## config.mk

```make
export PLATFORM = sky130hd
export DESIGN_NAME = mcu8_exec
export DESIGN_NICKNAME = d
export VERILOG_FILES = /design/src/pkg/mcu8_exec_pkg.sv /design/src/rtl/mcu8_exec.sv
export VERILOG_INCLUDE_DIRS = /design/src /design/src/pkg
export SDC_FILE = /design/constraint.sdc
export NUM_CORES = 1
export LEC_CHECK = 0
export BUFFER_PORTS_ARGS = -buffer_cell sky130_fd_sc_hd__buf_2
export CORE_ASPECT_RATIO = 1.75
export CORE_MARGIN = 2
export CORE_UTILIZATION = 56
export DETAILED_ROUTE_END_ITERATION = 16
export GPL_TIMING_DRIVEN = 0
export PLACE_DENSITY = 0.89
export SYNTH_ARGS = -nofsm -noshare
export SYNTH_HDL_FRONTEND = slang
export SYNTH_SLANG_ARGS = --single-unit
export TNS_END_PERCENT = 100
```

## constraint.sdc

```tcl
create_clock -name CLK -period 3.7 [get_ports CLK]
set_input_delay 0.37 -clock CLK [delete_from_list [all_inputs] [get_ports CLK]]
set_output_delay 0.37 -clock CLK [all_outputs]
set_load 0.01 [all_outputs]
```

## src/pkg/mcu8_exec_defines.svh

```systemverilog
// Constants for the instruction execution core: widths, encodings and addresses.
`ifndef MCU8_EXEC_DEFINES_SVH
`define MCU8_EXEC_DEFINES_SVH

// Bus widths.
`define PC_W            11
`define IR_W            14
`define DM_AW           7
`define TBL_HI_W        6

// System clocks per instruction cycle.
`define CLKS_PER_ICYCLE 4

// Instruction classes held in bits 13:12.
`define CLS_MEM         2'h0
`define CLS_IMM         2'h1
`define CLS_BIT         2'h2
`define CLS_BR          2'h3

// Memory operand operations held in bits 11:8; bit 7 set writes memory.
`define OP_MISC         4'h0
`define OP_MOV          4'h1
`define OP_ADD          4'h2
`define OP_ADC          4'h3
`define OP_SUB          4'h4
`define OP_SBC          4'h5
`define OP_AND          4'h6
`define OP_OR           4'h7
`define OP_XOR          4'h8
`define OP_INVERT       4'h9
`define OP_INC          4'hA
`define OP_DEC          4'hB
`define OP_ROR          4'hC
`define OP_ROL          4'hD
`define OP_RORC         4'hE
`define OP_ROLC         4'hF

// Immediate and special operations in the immediate class.
`define IOP_MOV         4'h0
`define IOP_ADD         4'h1
`define IOP_SUB         4'h2
`define IOP_AND         4'h3
`define IOP_OR          4'h4
`define IOP_XOR         4'h5
`define IOP_SKZ         4'h8
`define IOP_TABLE       4'h9

// Miscellaneous codes held in the operand field of the misc operation.
`define MISC_NOP        7'h00
`define MISC_RET        7'h01
`define MISC_INTERRUPT_SERVICE_BACK       7'h02
`define MISC_HALT       7'h03
`define MISC_WDT        7'h04

// Bit operations held in bits 11:10.
`define BOP_CLR         2'h0
`define BOP_SET         2'h1
`define BOP_SKZ         2'h2
`define BOP_SKNZ        2'h3

// Data memory address of the program counter low byte.
`define PCL_ADDR        7'h06

`endif

```

## src/pkg/mcu8_exec_pkg.sv

```systemverilog
// Types shared by the instruction execution core.
package mcu8_exec_pkg;

  // Four system clocks of one instruction cycle.
  typedef enum logic [1:0] {PH_FETCH, PH_DECODE, PH_OPERAND, PH_EXEC} phase_type;

endpackage

```

## src/rtl/mcu8_exec.sv

```systemverilog
// Instruction execution and timing control of an 8-bit accumulator core.
//
// Overview of operation
// - Most instructions one cycle; branch, call, table two.
// - One instruction cycle is four system clocks.
// - Writing program counter low byte costs one extra cycle.
// - Taken skip costs one extra cycle.
// - Carry reports add overflow and subtract borrow.
// - Increment and decrement change operand by one.
// - Logical results of zero set the zero flag.
// - Rotates shift exactly one bit position.
// - Through-carry rotates move the lost bit into carry.
// - Call saves next address; return resumes there.
// - Jump loads target and saves no return.
// - Conditional branches test byte or bit, maybe skip.
// - Bit set and clear touch only one bit.
// - Three move forms to and from accumulator.
// - Table read fetches constants from program memory.
// - Two-operand operations route through the accumulator.
// - Halt instruction and watchdog service instruction exist.
`timescale 1ns/1ps
`include "mcu8_exec_defines.svh"

module mcu8_exec #(
  parameter int STACK_DEPTH = 4
) (
  input  wire logic                          CLK,
  input  wire logic                          RST_B,
  output logic [`PC_W-1:0]                   PROG_ADDR,
  input  wire logic [`IR_W-1:0]              PROG_DATA,
  output logic [`DM_AW-1:0]                  DATA_ADDR,
  input  wire logic [7:0]                    DATA_RDATA,
  output logic [7:0]                         DATA_WDATA,
  output logic                               DATA_WE,
  output logic [7:0]                         ACC,
  output logic                               CARRY,
  output logic                               ZERO,
  output logic [`TBL_HI_W-1:0]               TABLE_HIGH,
  output logic                               INSTR_DONE,
  output logic                               HALTED,
  output logic                               WDT_CLEAR,
  input  wire logic                          WAKE,
  output mcu8_exec_pkg::phase_type           PHASE
);
  import mcu8_exec_pkg::*;

  localparam int SP_W = $clog2(STACK_DEPTH);

  // The stack pointer wraps, so the depth must be a power of two of at least two.
  if (STACK_DEPTH < 2 || (STACK_DEPTH & (STACK_DEPTH - 1)) != 0) begin
    $error("STACK_DEPTH must be a power of two of at least two.");
  end

  ////////////////////////////////////////////////////////////////////////////
  // State.
  phase_type             phase_reg;
  logic [`PC_W-1:0]      pc_reg;
  logic [`IR_W-1:0]      ir_reg;
  logic [`IR_W-1:0]      tab_reg;
  logic [7:0]            operand_reg;
  logic                  bubble_reg;
  logic                  tab_pend_reg;
  logic                  halted_reg;
  logic [SP_W-1:0]       sp_reg;
  logic [`PC_W-1:0]      stack_mem [STACK_DEPTH];
  logic [2:0]            wake_sync_reg;

  // Add with carry in; bit 8 is the carry out.
  function automatic logic [8:0] add9(input logic [7:0] a, input logic [7:0] b,
                                      input logic cin);
    add9 = {1'b0, a} + {1'b0, b} + {8'h00, cin};
  endfunction

  // Subtract with borrow in; bit 8 is set when the result falls below zero.
  function automatic logic [8:0] sub9(input logic [7:0] a, input logic [7:0] b,
                                      input logic bin);
    sub9 = {1'b0, a} - {1'b0, b} - {8'h00, bin};
  endfunction

  ////////////////////////////////////////////////////////////////////////////
  // Instruction field decode.
  wire logic [1:0]       cls       = ir_reg[13:12];
  wire logic [3:0]       op        = ir_reg[11:8];
  wire logic             dst_mem   = ir_reg[7];
  wire logic [6:0]       m_field   = ir_reg[6:0];
  wire logic [7:0]       imm       = ir_reg[7:0];
  wire logic [1:0]       bop       = ir_reg[11:10];
  wire logic [2:0]       bit_idx   = ir_reg[9:7];
  wire logic [7:0]       bit_mask  = 8'h01 << bit_idx;
  wire logic [`PC_W-1:0] stack_top = stack_mem[SP_W'(sp_reg - 1'b1)];
  wire logic [`PC_W-1:0] cur_pc    = pc_reg - `PC_W'(1);
  wire logic             exec      = phase_reg == PH_EXEC && !bubble_reg && !halted_reg;
  wire logic             wake_ok   = wake_sync_reg[1] && wake_sync_reg[2];

  logic [7:0] alu_res;
  logic       alu_c;
  logic       upd_c;
  logic       upd_z;
  logic       to_acc;
  logic       to_mem;
  logic       do_skip;
  logic       do_jump;
  logic       do_call;
  logic       do_ret;
  logic       do_halt;
  logic       do_wdt;
  logic       do_tab;
  logic [8:0] arith;

  // Operation select: bit operations and single-operand operations with bit 7 set bypass the accumulator.
  always_comb begin
    alu_res = operand_reg;
    alu_c   = CARRY;
    upd_c   = 1'b0;
    upd_z   = 1'b0;
    to_acc  = 1'b0;
    to_mem  = 1'b0;
    do_skip = 1'b0;
    do_jump = 1'b0;
    do_call = 1'b0;
    do_ret  = 1'b0;
    do_halt = 1'b0;
    do_wdt  = 1'b0;
    do_tab  = 1'b0;
    arith   = 9'h000;
    case (cls)
      `CLS_MEM: begin
        to_acc = !dst_mem;
        to_mem = dst_mem;
        case (op)
          `OP_MISC: begin
            to_acc  = 1'b0;
            to_mem  = 1'b0;
            do_ret  = m_field == `MISC_RET || m_field == `MISC_INTERRUPT_SERVICE_BACK;
            do_halt = m_field == `MISC_HALT;
            do_wdt  = m_field == `MISC_WDT;
          end
          `OP_MOV:    alu_res = dst_mem ? ACC : operand_reg;
          `OP_ADD, `OP_ADC, `OP_SUB, `OP_SBC: begin
            if (op == `OP_ADD || op == `OP_ADC) begin
              arith = add9(ACC, operand_reg, op == `OP_ADC && CARRY);
            end else begin
              arith = sub9(ACC, operand_reg, op == `OP_SBC && CARRY);
            end
            alu_res = arith[7:0];
            alu_c   = arith[8];
            upd_c   = 1'b1;
            upd_z   = 1'b1;
          end
          `OP_AND:    begin alu_res = ACC & operand_reg; upd_z = 1'b1; end
          `OP_OR:     begin alu_res = ACC | operand_reg; upd_z = 1'b1; end
          `OP_XOR:    begin alu_res = ACC ^ operand_reg; upd_z = 1'b1; end
          `OP_INVERT: begin alu_res = ~operand_reg; upd_z = 1'b1; end
          `OP_INC:    begin alu_res = operand_reg + 8'h01; upd_z = 1'b1; end
          `OP_DEC:    begin alu_res = operand_reg - 8'h01; upd_z = 1'b1; end
          `OP_ROR:    alu_res = {operand_reg[0], operand_reg[7:1]};
          `OP_ROL:    alu_res = {operand_reg[6:0], operand_reg[7]};
          `OP_RORC: begin
            alu_res = {CARRY, operand_reg[7:1]};
            alu_c   = operand_reg[0];
            upd_c   = 1'b1;
          end
          default: begin
            alu_res = {operand_reg[6:0], CARRY};
            alu_c   = operand_reg[7];
            upd_c   = 1'b1;
          end
        endcase
      end
      `CLS_IMM: begin
        to_acc = 1'b1;
        case (op)
          `IOP_MOV: alu_res = imm;
          `IOP_ADD, `IOP_SUB: begin
            arith   = (op == `IOP_ADD) ? add9(ACC, imm, 1'b0) : sub9(ACC, imm, 1'b0);
            alu_res = arith[7:0];
            alu_c   = arith[8];
            upd_c   = 1'b1;
            upd_z   = 1'b1;
          end
          `IOP_AND: begin alu_res = ACC & imm; upd_z = 1'b1; end
          `IOP_OR:  begin alu_res = ACC | imm; upd_z = 1'b1; end
          `IOP_XOR: begin alu_res = ACC ^ imm; upd_z = 1'b1; end
          `IOP_SKZ: begin
            to_acc  = dst_mem;
            do_skip = operand_reg == 8'h00;
          end
          `IOP_TABLE: begin
            to_acc = 1'b0;
            do_tab = 1'b1;
          end
          default: to_acc = 1'b0;
        endcase
      end
      `CLS_BIT: begin
        to_mem = bop == `BOP_CLR || bop == `BOP_SET;
        alu_res = (bop == `BOP_SET) ? (operand_reg | bit_mask)
                                    : (operand_reg & ~bit_mask);
        do_skip = (bop == `BOP_SKZ && !(|(operand_reg & bit_mask)))
               || (bop == `BOP_SKNZ && |(operand_reg & bit_mask));
      end
      default: begin
        do_jump = 1'b1;
        do_call = ir_reg[11];
      end
    endcase
  end

  // Control transfer decode and the next program counter.
  wire logic pcl_write = to_mem && m_field == `PCL_ADDR;
  wire logic two_cycle = do_skip || do_jump || do_ret || do_tab || pcl_write;
  wire logic [`PC_W-1:0] pc_next =
      do_jump   ? ir_reg[10:0] :
      do_ret    ? stack_top :
      pcl_write ? {pc_reg[10:8], alu_res} :
      do_skip   ? pc_reg + `PC_W'(1) : pc_reg;
  wire logic tab_to_acc = !ir_reg[7];

  ////////////////////////////////////////////////////////////////////////////
  // Phase sequencer; it runs on every clock, halted or not.
  always_ff @(posedge CLK or negedge RST_B) begin
    if (!RST_B) begin
      phase_reg <= PH_FETCH;
    end else begin
      phase_reg <= phase_type'(phase_reg + 2'h1);
    end
  end

  // Wake input passes three flops; it counts only while the last two are both high.
  always_ff @(posedge CLK or negedge RST_B) begin
    if (!RST_B) begin
      wake_sync_reg <= 3'h0;
    end else begin
      wake_sync_reg <= {wake_sync_reg[1:0], WAKE};
    end
  end

  // Fetch and operand read; a bubble cycle keeps the program counter still.
  always_ff @(posedge CLK or negedge RST_B) begin
    if (!RST_B) begin
      pc_reg      <= `PC_W'(0);
      ir_reg      <= `IR_W'(0);
      tab_reg     <= `IR_W'(0);
      operand_reg <= 8'h00;
      DATA_ADDR   <= `DM_AW'(0);
    end else if (phase_reg == PH_FETCH && !halted_reg) begin
      if (bubble_reg) begin
        tab_reg <= PROG_DATA;
      end else begin
        ir_reg    <= PROG_DATA;
        DATA_ADDR <= PROG_DATA[6:0];
        pc_reg    <= pc_reg + `PC_W'(1);
      end
    end else if (phase_reg == PH_DECODE && !bubble_reg) begin
      operand_reg <= (DATA_ADDR == `PCL_ADDR) ? cur_pc[7:0] : DATA_RDATA;
    end else if (exec) begin
      pc_reg <= pc_next;
    end
  end

  // Return address stack; a call pushes the following address.
  always_ff @(posedge CLK or negedge RST_B) begin
    if (!RST_B) begin
      sp_reg <= SP_W'(0);
    end else if (exec && do_call) begin
      stack_mem[sp_reg] <= pc_reg;
      sp_reg            <= SP_W'(sp_reg + 1'b1);
    end else if (exec && do_ret) begin
      sp_reg <= SP_W'(sp_reg - 1'b1);
    end
  end

  // Execution: results, flags, write strobe, fetch address and bubble.
  always_ff @(posedge CLK or negedge RST_B) begin
    if (!RST_B) begin
      ACC          <= 8'h00;
      CARRY        <= 1'b0;
      ZERO         <= 1'b0;
      DATA_WE      <= 1'b0;
      DATA_WDATA   <= 8'h00;
      PROG_ADDR    <= `PC_W'(0);
      TABLE_HIGH   <= `TBL_HI_W'(0);
      INSTR_DONE   <= 1'b0;
      WDT_CLEAR    <= 1'b0;
      bubble_reg   <= 1'b0;
      tab_pend_reg <= 1'b0;
      halted_reg   <= 1'b0;
    end else begin
      DATA_WE    <= 1'b0;
      INSTR_DONE <= 1'b0;
      WDT_CLEAR  <= 1'b0;
      if (exec) begin
        if (to_acc) ACC <= alu_res;
        if (upd_c) CARRY <= alu_c;
        if (upd_z) ZERO <= alu_res == 8'h00;
        DATA_WE      <= to_mem;
        DATA_WDATA   <= alu_res;
        PROG_ADDR    <= do_tab ? {pc_reg[10:8], operand_reg} : pc_next;
        bubble_reg   <= two_cycle;
        tab_pend_reg <= do_tab;
        halted_reg   <= do_halt;
        WDT_CLEAR    <= do_wdt;
        INSTR_DONE   <= 1'b1;
      end else if (phase_reg == PH_EXEC && bubble_reg) begin
        bubble_reg   <= 1'b0;
        tab_pend_reg <= 1'b0;
        PROG_ADDR    <= pc_reg;
        if (tab_pend_reg) begin
          TABLE_HIGH <= tab_reg[13:8];
          if (tab_to_acc) ACC <= tab_reg[7:0];
          DATA_WE    <= !tab_to_acc;
          DATA_WDATA <= tab_reg[7:0];
        end
      end else if (phase_reg == PH_EXEC && halted_reg && wake_ok) begin
        halted_reg <= 1'b0;
      end
    end
  end

  assign HALTED = halted_reg;
  assign PHASE  = phase_reg;

  ////////////////////////////////////////////////////////////////////////////
  // Checks on timing, flags and control flow.
  wire logic       add_ovf  = ({1'b0, ACC} + {1'b0, operand_reg}) > 9'h0FF;
  wire logic       is_add   = cls == `CLS_MEM && op == `OP_ADD && !dst_mem;
  wire logic       is_logic = cls == `CLS_MEM && !dst_mem
                              && (op == `OP_AND || op == `OP_OR || op == `OP_XOR);
endmodule
```

Yosys cells after proc, flatten, opt, wreduce, memory -nomap -nowiden
Memory sizes are Yosys's and may differ from the RTL's.
Cells that the tools add are included.
{ "word_totals": {"ff_bits": 102, "mem_bits_rw": 44, "input_bits": 25, "out_inout_bits": 48, "elab_cells": 209, "mem_count": 1} }
{ "classes": {"addsub": 13, "eq_ne": 34, "shift": 1, "n_mux": 68, "n_bitwise": 14, "reduce_logical": 58} }
{ "memory_table": {"columns": ["name", "depth", "word_bits", "rd", "rd_ports_with_merged_regs", "write_ports", "line", "text"], "rows": [
  ["stack_mem", 4, 11, 1, 0, 1, "mcu8_exec.sv:65", "logic [`PC_W-1:0] stack_mem [STACK_DEPTH];"]
]} }
{ "op_table": {"columns": ["op", "count"], "rows": [
  ["2-to-1 mux 11 bit", 11],
  ["case mux 8 bit (12 select lines)", 1],
  ["2-to-1 mux 8 bit", 11],
  ["case mux 8 bit (5 select lines)", 1],
  ["AND 8 bit", 4],
  ["2-to-1 mux 1 bit", 31],
  ["== test 4 bit (second input constant)", 7],
  ["OR 8 bit", 3],
  ["case mux 8 bit (3 select lines)", 1],
  ["== test 7 x 3 -> 1 bit (second input constant)", 3],
  ["OR reduction 10 bit", 2],
  ["adder 8 x 8 -> 9 bit", 2],
  ["2-to-1 mux 9 bit", 2],
  ["subtractor 8 x 8 -> 9 bit", 2],
  ["== test 4 x 3 -> 1 bit (second input constant)", 4],
  ["logical AND 1 bit", 16],
  ["zero test 8 bit", 2],
  ["inverter 8 bit", 2],
  ["subtractor 8 x 1 -> 8 bit (second input constant)", 2],
  ["bitwise XOR 8 bit", 2],
  ["== test 7 x 2 -> 1 bit (second input constant)", 2],
  ["case mux 1 bit (2 select lines)", 7],
  ["AND reduction 2 bit", 6],
  ["nonzero test 2 bit", 6],
  ["other kinds (30)", 58]
]} }

Longest topological paths before layout
{ "depth": {"word_depth": 14, "ltp_mapped": 16, "depth_no_buf": 15} }

Least setup slack after synthesis
OpenSTA, ideal clock, no wires.
{ "synth_path": {"kind": "register to register", "startpoint": "register ir_reg[10]", "endpoint": "register ZERO", "setup_ns": 0.067, "arrival_ns": 3.606, "t_required_ns": 3.633, "setup_slack_ns": 0.027, "stages_incl_launch_ff": 16, "path_buffers": 2, "period_less_slack_ns": 3.673, "path_cell_list": "dfrtp_1 buf_2 nor2b_1 clkbuf_1 nand3_1 fa_1 fa_1 xor2_1 o22ai_1 a211o_1 o221ai_1 o211ai_1 mux2_2 or3_1 nor4_2 a32o_1"} }
{ "synth_between": {"elab_chain_cells": 7, "word_cells_on_any_way": 36, "classes_between": "add/sub (2); eq/ne (15); mux (9); reduce/logical (10)"} }
{ "synth_lines": {"columns": ["element", "line", "text"], "rows": [
  ["start: declaration", "mcu8_exec.sv:58", "logic [`IR_W-1:0] ir_reg;"],
  ["start signal: assignment", "mcu8_exec.sv:242", "ir_reg <= `IR_W'(0);"],
  ["== test 4 x 3 -> 1 bit or == test 4 x 2 -> 1 bit (tied branches)", "mcu8_exec.sv:130, mcu8_exec.sv:172", null],
  ["logical AND 1 bit (on tied branches)", "mcu8_exec.sv:143, mcu8_exec.sv:141", null],
  ["subtractor 9 x 1 -> 9 bit or adder 9 x 1 -> 9 bit (tied branches)", "mcu8_exec.sv:77, mcu8_exec.sv:71", null],
  ["2-to-1 mux 9 bit", "mcu8_exec.sv:140", "if (op == `OP_ADD || op == `OP_ADC) begin"],
  ["case mux 8 bit (12 select lines)", "mcu8_exec.sv:130", "case (op)"],
  ["case mux 8 bit (3 select lines)", "mcu8_exec.sv:126", "case (cls)"],
  ["zero test 8 bit", "mcu8_exec.sv:295", "if (upd_z) ZERO <= alu_res == 8'h00;"],
  ["end signal: assignment", "mcu8_exec.sv:278", "ZERO <= 1'b0;"],
  ["end signal: assignment", "mcu8_exec.sv:295", null],
  ["end: declaration", "mcu8_exec.sv:37", "output logic ZERO,"]
]} }
Parallel ways exist; a longest one is shown, timed or not.
A chain may end at the register's enable or synchronous reset.

Worst setup path after layout
{ "layout_path": {"startpoint": "register ir_reg[8]", "endpoint": "register PROG_ADDR[7]"} }
{ "layout_between": {"elab_chain_cells": 13, "word_cells_on_any_way": 53, "classes_between": "add/sub (2); eq/ne (14); shift (1); mux (20); bitwise (4); reduce/logical (12)"} }
{ "layout_lines": {"columns": ["element", "line", "text"], "rows": [
  ["parallel branches: the longest is 11 deep, another holds subtractor 9 x 1 -> 9 bit", null, null],
  ["2-to-1 mux 11 bit *", "mcu8_exec.sv:298", "PROG_ADDR <= do_tab ? {pc_reg[10:8], operand_reg} : pc_next;"],
  ["2-to-1 mux 11 bit *", "mcu8_exec.sv:292", "if (exec) begin"],
  ["end signal: assignment", "mcu8_exec.sv:281", "PROG_ADDR <= `PC_W'(0);"],
  ["end signal: assignment", "mcu8_exec.sv:298", null],
  ["end signal: assignment", "mcu8_exec.sv:307", "PROG_ADDR <= pc_reg;"],
  ["end: declaration", "mcu8_exec.sv:29", "output logic [`PC_W-1:0] PROG_ADDR,"]
]} }
Mark *: on every way between the ends.

==> run summary <==
CP Data Arrival Time: 4110 ps
ys flop type: dfrtp_1
vias per cell: 7.18
H-Tree Depth: 4
Root Driver: clkbuf_16
die area: 20300 um2
met1 usage: 48.1%
Critical Path Fanout Max: 10
Detailed Routing Iterations Pass 1: 6
most numerous cell in the Yosys netlist: nand2_1
failing checks: negative setup slack
CP endpoint kind: flip-flop
drt wl/cell: 31.7 um
period utilization: 103%
met3 usage: 17.7%
crit path launch type: flip-flop
Total Wirelength: 49500 um
Mean Syn Cell Area: 9.09 um2
Overall Global Routing Usage: 50.0%
Synth async-reset ratio: 68.3%
Slew @ Worst Pin: 1080 ps
run status: finished with violations
worst ir drop on vdd: 0.868 mV
DR DRC count: 0
skew final: 7.52 ps
row cnt: 66
GR Util met2: 77.0%
gp weighted congestion: 1.04
gr ovfl total: 0
CP delay by family, top: compound AO/OA/AOI/OAI gates
post-synthesis sequential element count: 139
Slew Viols, Final: 0
CTS tree: done
Largest register FFs: 44
Hold WC Path Type: in -> reg
via count: 11206
number of distinct library cells after synthesis: 92
Die W: 109 um
dpl hpwl: 35100 um
RSZ-0062 raised after global routing: yes
# IOs: 73
layout cell share with drive strength beyond 1: 25.1%
vias in the first global route: 11436
Period minus WS final: 3820 ps
Post-synth EDFFs: 44
I/O Buffers: 72
CP required: 3990 ps
Mapped Cells: 1177
sequential area share after synthesis: 34.6%
Die Ht: 187 um
Finish-stage setup viols: 6
area share of the largest cell type after synthesis: 22.2%
largest net degree at the start of global routing: 50
Crit Path Category: reg -> reg
Core ar.: 18700 um2
hold_ws: 44.0 ps
initial antenna violation count: 2
synthesized area: 10700 um2
Synth area leaders: dfrtp_1 22%, edfxtp_1 12%, ha_1 8.9%, o21ai_0 4.2%, a21oi_1 3.9%
NumNets Final: 1415
Clock Path Buffers: 2
Fin. Hold Viols: 0
setup tns final: -240 ps
WP buf/inv: 3
antenna viol nets, final: 0
synth warn: 0
GRT busiest layer: met2
clk sink count: 139
critical-path cell list: buf_4 > inv_1 > clkbuf_1 > o211ai_1 > a221oi_2 > nand3b_1 > nor4_4 > o221ai_2 > a221o_1 > a22oi_2 > o21ai_2
Leak: 5.31 nW
Syn-to-layout area delta: 19.7%
Iter 0 DRT Violations: 1460
first-pass GRT wire length: 72300 um
most frequent cells after synthesis: 106 x nand2_1, 95 x dfrtp_1, 90 x o21ai_0, 85 x nor2_1, 84 x a21oi_1
Crit-path slowest cell: clkbuf_1
Fmax achieved: 0.262 GHz
worst slack, placed: -1150 ps
Max Cap Viol: 0
Rel. slew slack: 27.4%
Syn Nets: 1284
Crit path largest cell delay: 710 ps
CTS buffer count: 17
largest area contributor in the synthesized netlist: dfrtp_1
final worst setup slack: -116 ps
starting density of the core: 57.3%
clock slew at reported path FFs: 60 ps
pwr/cell area: 1050 nW/um2
worst-skew pair later-pin latency: 430 ps
Total Power: 13.5 mW
final core occ: 68.6%
==> area by class of cell <==
cell class / instances / area (um2)
plain buffers: 86 / 518
repair buffers: 114 / 721
clock buffers: 24 / 504
flip-flops and latches: 139 / 3710
diodes: 1 / 2.50
inverters: 56 / 219
multi-input cells: 894 / 6700
clock inverters: 8 / 131
well taps: 238 / 298
fillers: 1436 / 5860
==> cells in the final DEF, fill, tap and decap left out, types with 10 or more instances in the layout <==
| cell | count |
|---|---|
| ha_1 | 75 |
| nand2b_1 | 17 |
| xnor2_1 | 22 |
| buf_6 | 11 |
| and3_1 | 11 |
| o22ai_1 | 20 |
| buf_2 | 86 |
| nor3_1 | 22 |
| mux2i_1 | 19 |
| a21oi_1 | 78 |
| nand3_1 | 28 |
| o21a_1 | 11 |
| a22oi_1 | 10 |
| o21ai_0 | 80 |
| o21ai_1 | 12 |
| inv_1 | 50 |
| nor2b_1 | 14 |
| edfxtp_1 | 44 |
| buf_4 | 52 |
| nand2_1 | 106 |
| a211oi_1 | 10 |
| clkbuf_16 | 19 |
| o211ai_1 | 13 |
| xor2_1 | 13 |
| clkbuf_1 | 39 |
| nor2_1 | 83 |
| mux4_2 | 11 |
| mux2_2 | 34 |
| dfrtp_1 | 85 |
==> routing by layer <==
layer	up-vias	wire length [um]
met5	-	16
met4	2	6960
met3	470	4970
met2	961	22800
met1	5178	14800
li1	4595	-
==> cells by family (layout without fill, tap and decap cells) <==
group,Yosys count,after routing,share of synthesized area [%]
xor+xnor,36,36,2.95
mux,69,69,8.21
simple gates,354,354,16.6
other cells,0,1,0
flops,139,139,34.6
buf+inv,144,288,6.13
compound gates,353,353,21.5
fa+ha+maj,82,82,10.0
==> worst register-to-register path, stage by stage (launching register included) <==
cell and delay (ps):
dfrtp_1 360, buf_4 160, inv_1 130, clkbuf_1 710, o211ai_1 240, a221oi_2 650, nand3b_1 250, nor4_4 320
o221ai_2 170, a221o_1 370, a22oi_2 210, o21ai_2 100
==> per-stage QoR <==
stage          std cells  instance area (um2)
2_1_floorplan       1177                10700
3_3_place_gp        1487                11400
3_5_place_dp        1488                11400
4_1_cts             1555                12600
5_1_grt             1559                12800
6_report            1560                12800
==> what timing repair did <==
item,CTS,global route
setup buffers,34,6
hold endpoints to repair,1,0
pin swaps,24,25
setup endpoints to repair,38,42
gates resized for setup,81,55
hold buffers,1,0
==> final timing paths <==
| check | from | endpoint | slack [ps] | depth (start not counted) |
|---|---|---|---|---|
| worst max-delay path | ir_reg[8] | PROG_ADDR[7] | -120 | 11 |
| worst min-delay path | WAKE | wake_sync_reg[0] | 40 | 1 |
| worst max register to register | ir_reg[8] | PROG_ADDR[7] | -120 | 11 |
| worst min register to register | wake_sync_reg[1] | wake_sync_reg[2] | 380 | 0 |
| max in group asynchronous | RST_B | ACC[0] | 2430 | 3 |
| min in group asynchronous | RST_B | PHASE[1] | 520 | 2 |
==> report_power, final <==
part	switching (mW)	internal [mW]
Combinational	5.40	3.41
Clock	0.670	1.16
Sequential	0.748	2.07
Total	6.82	6.65
Note: power is estimated with default switching activity, not from simulation.
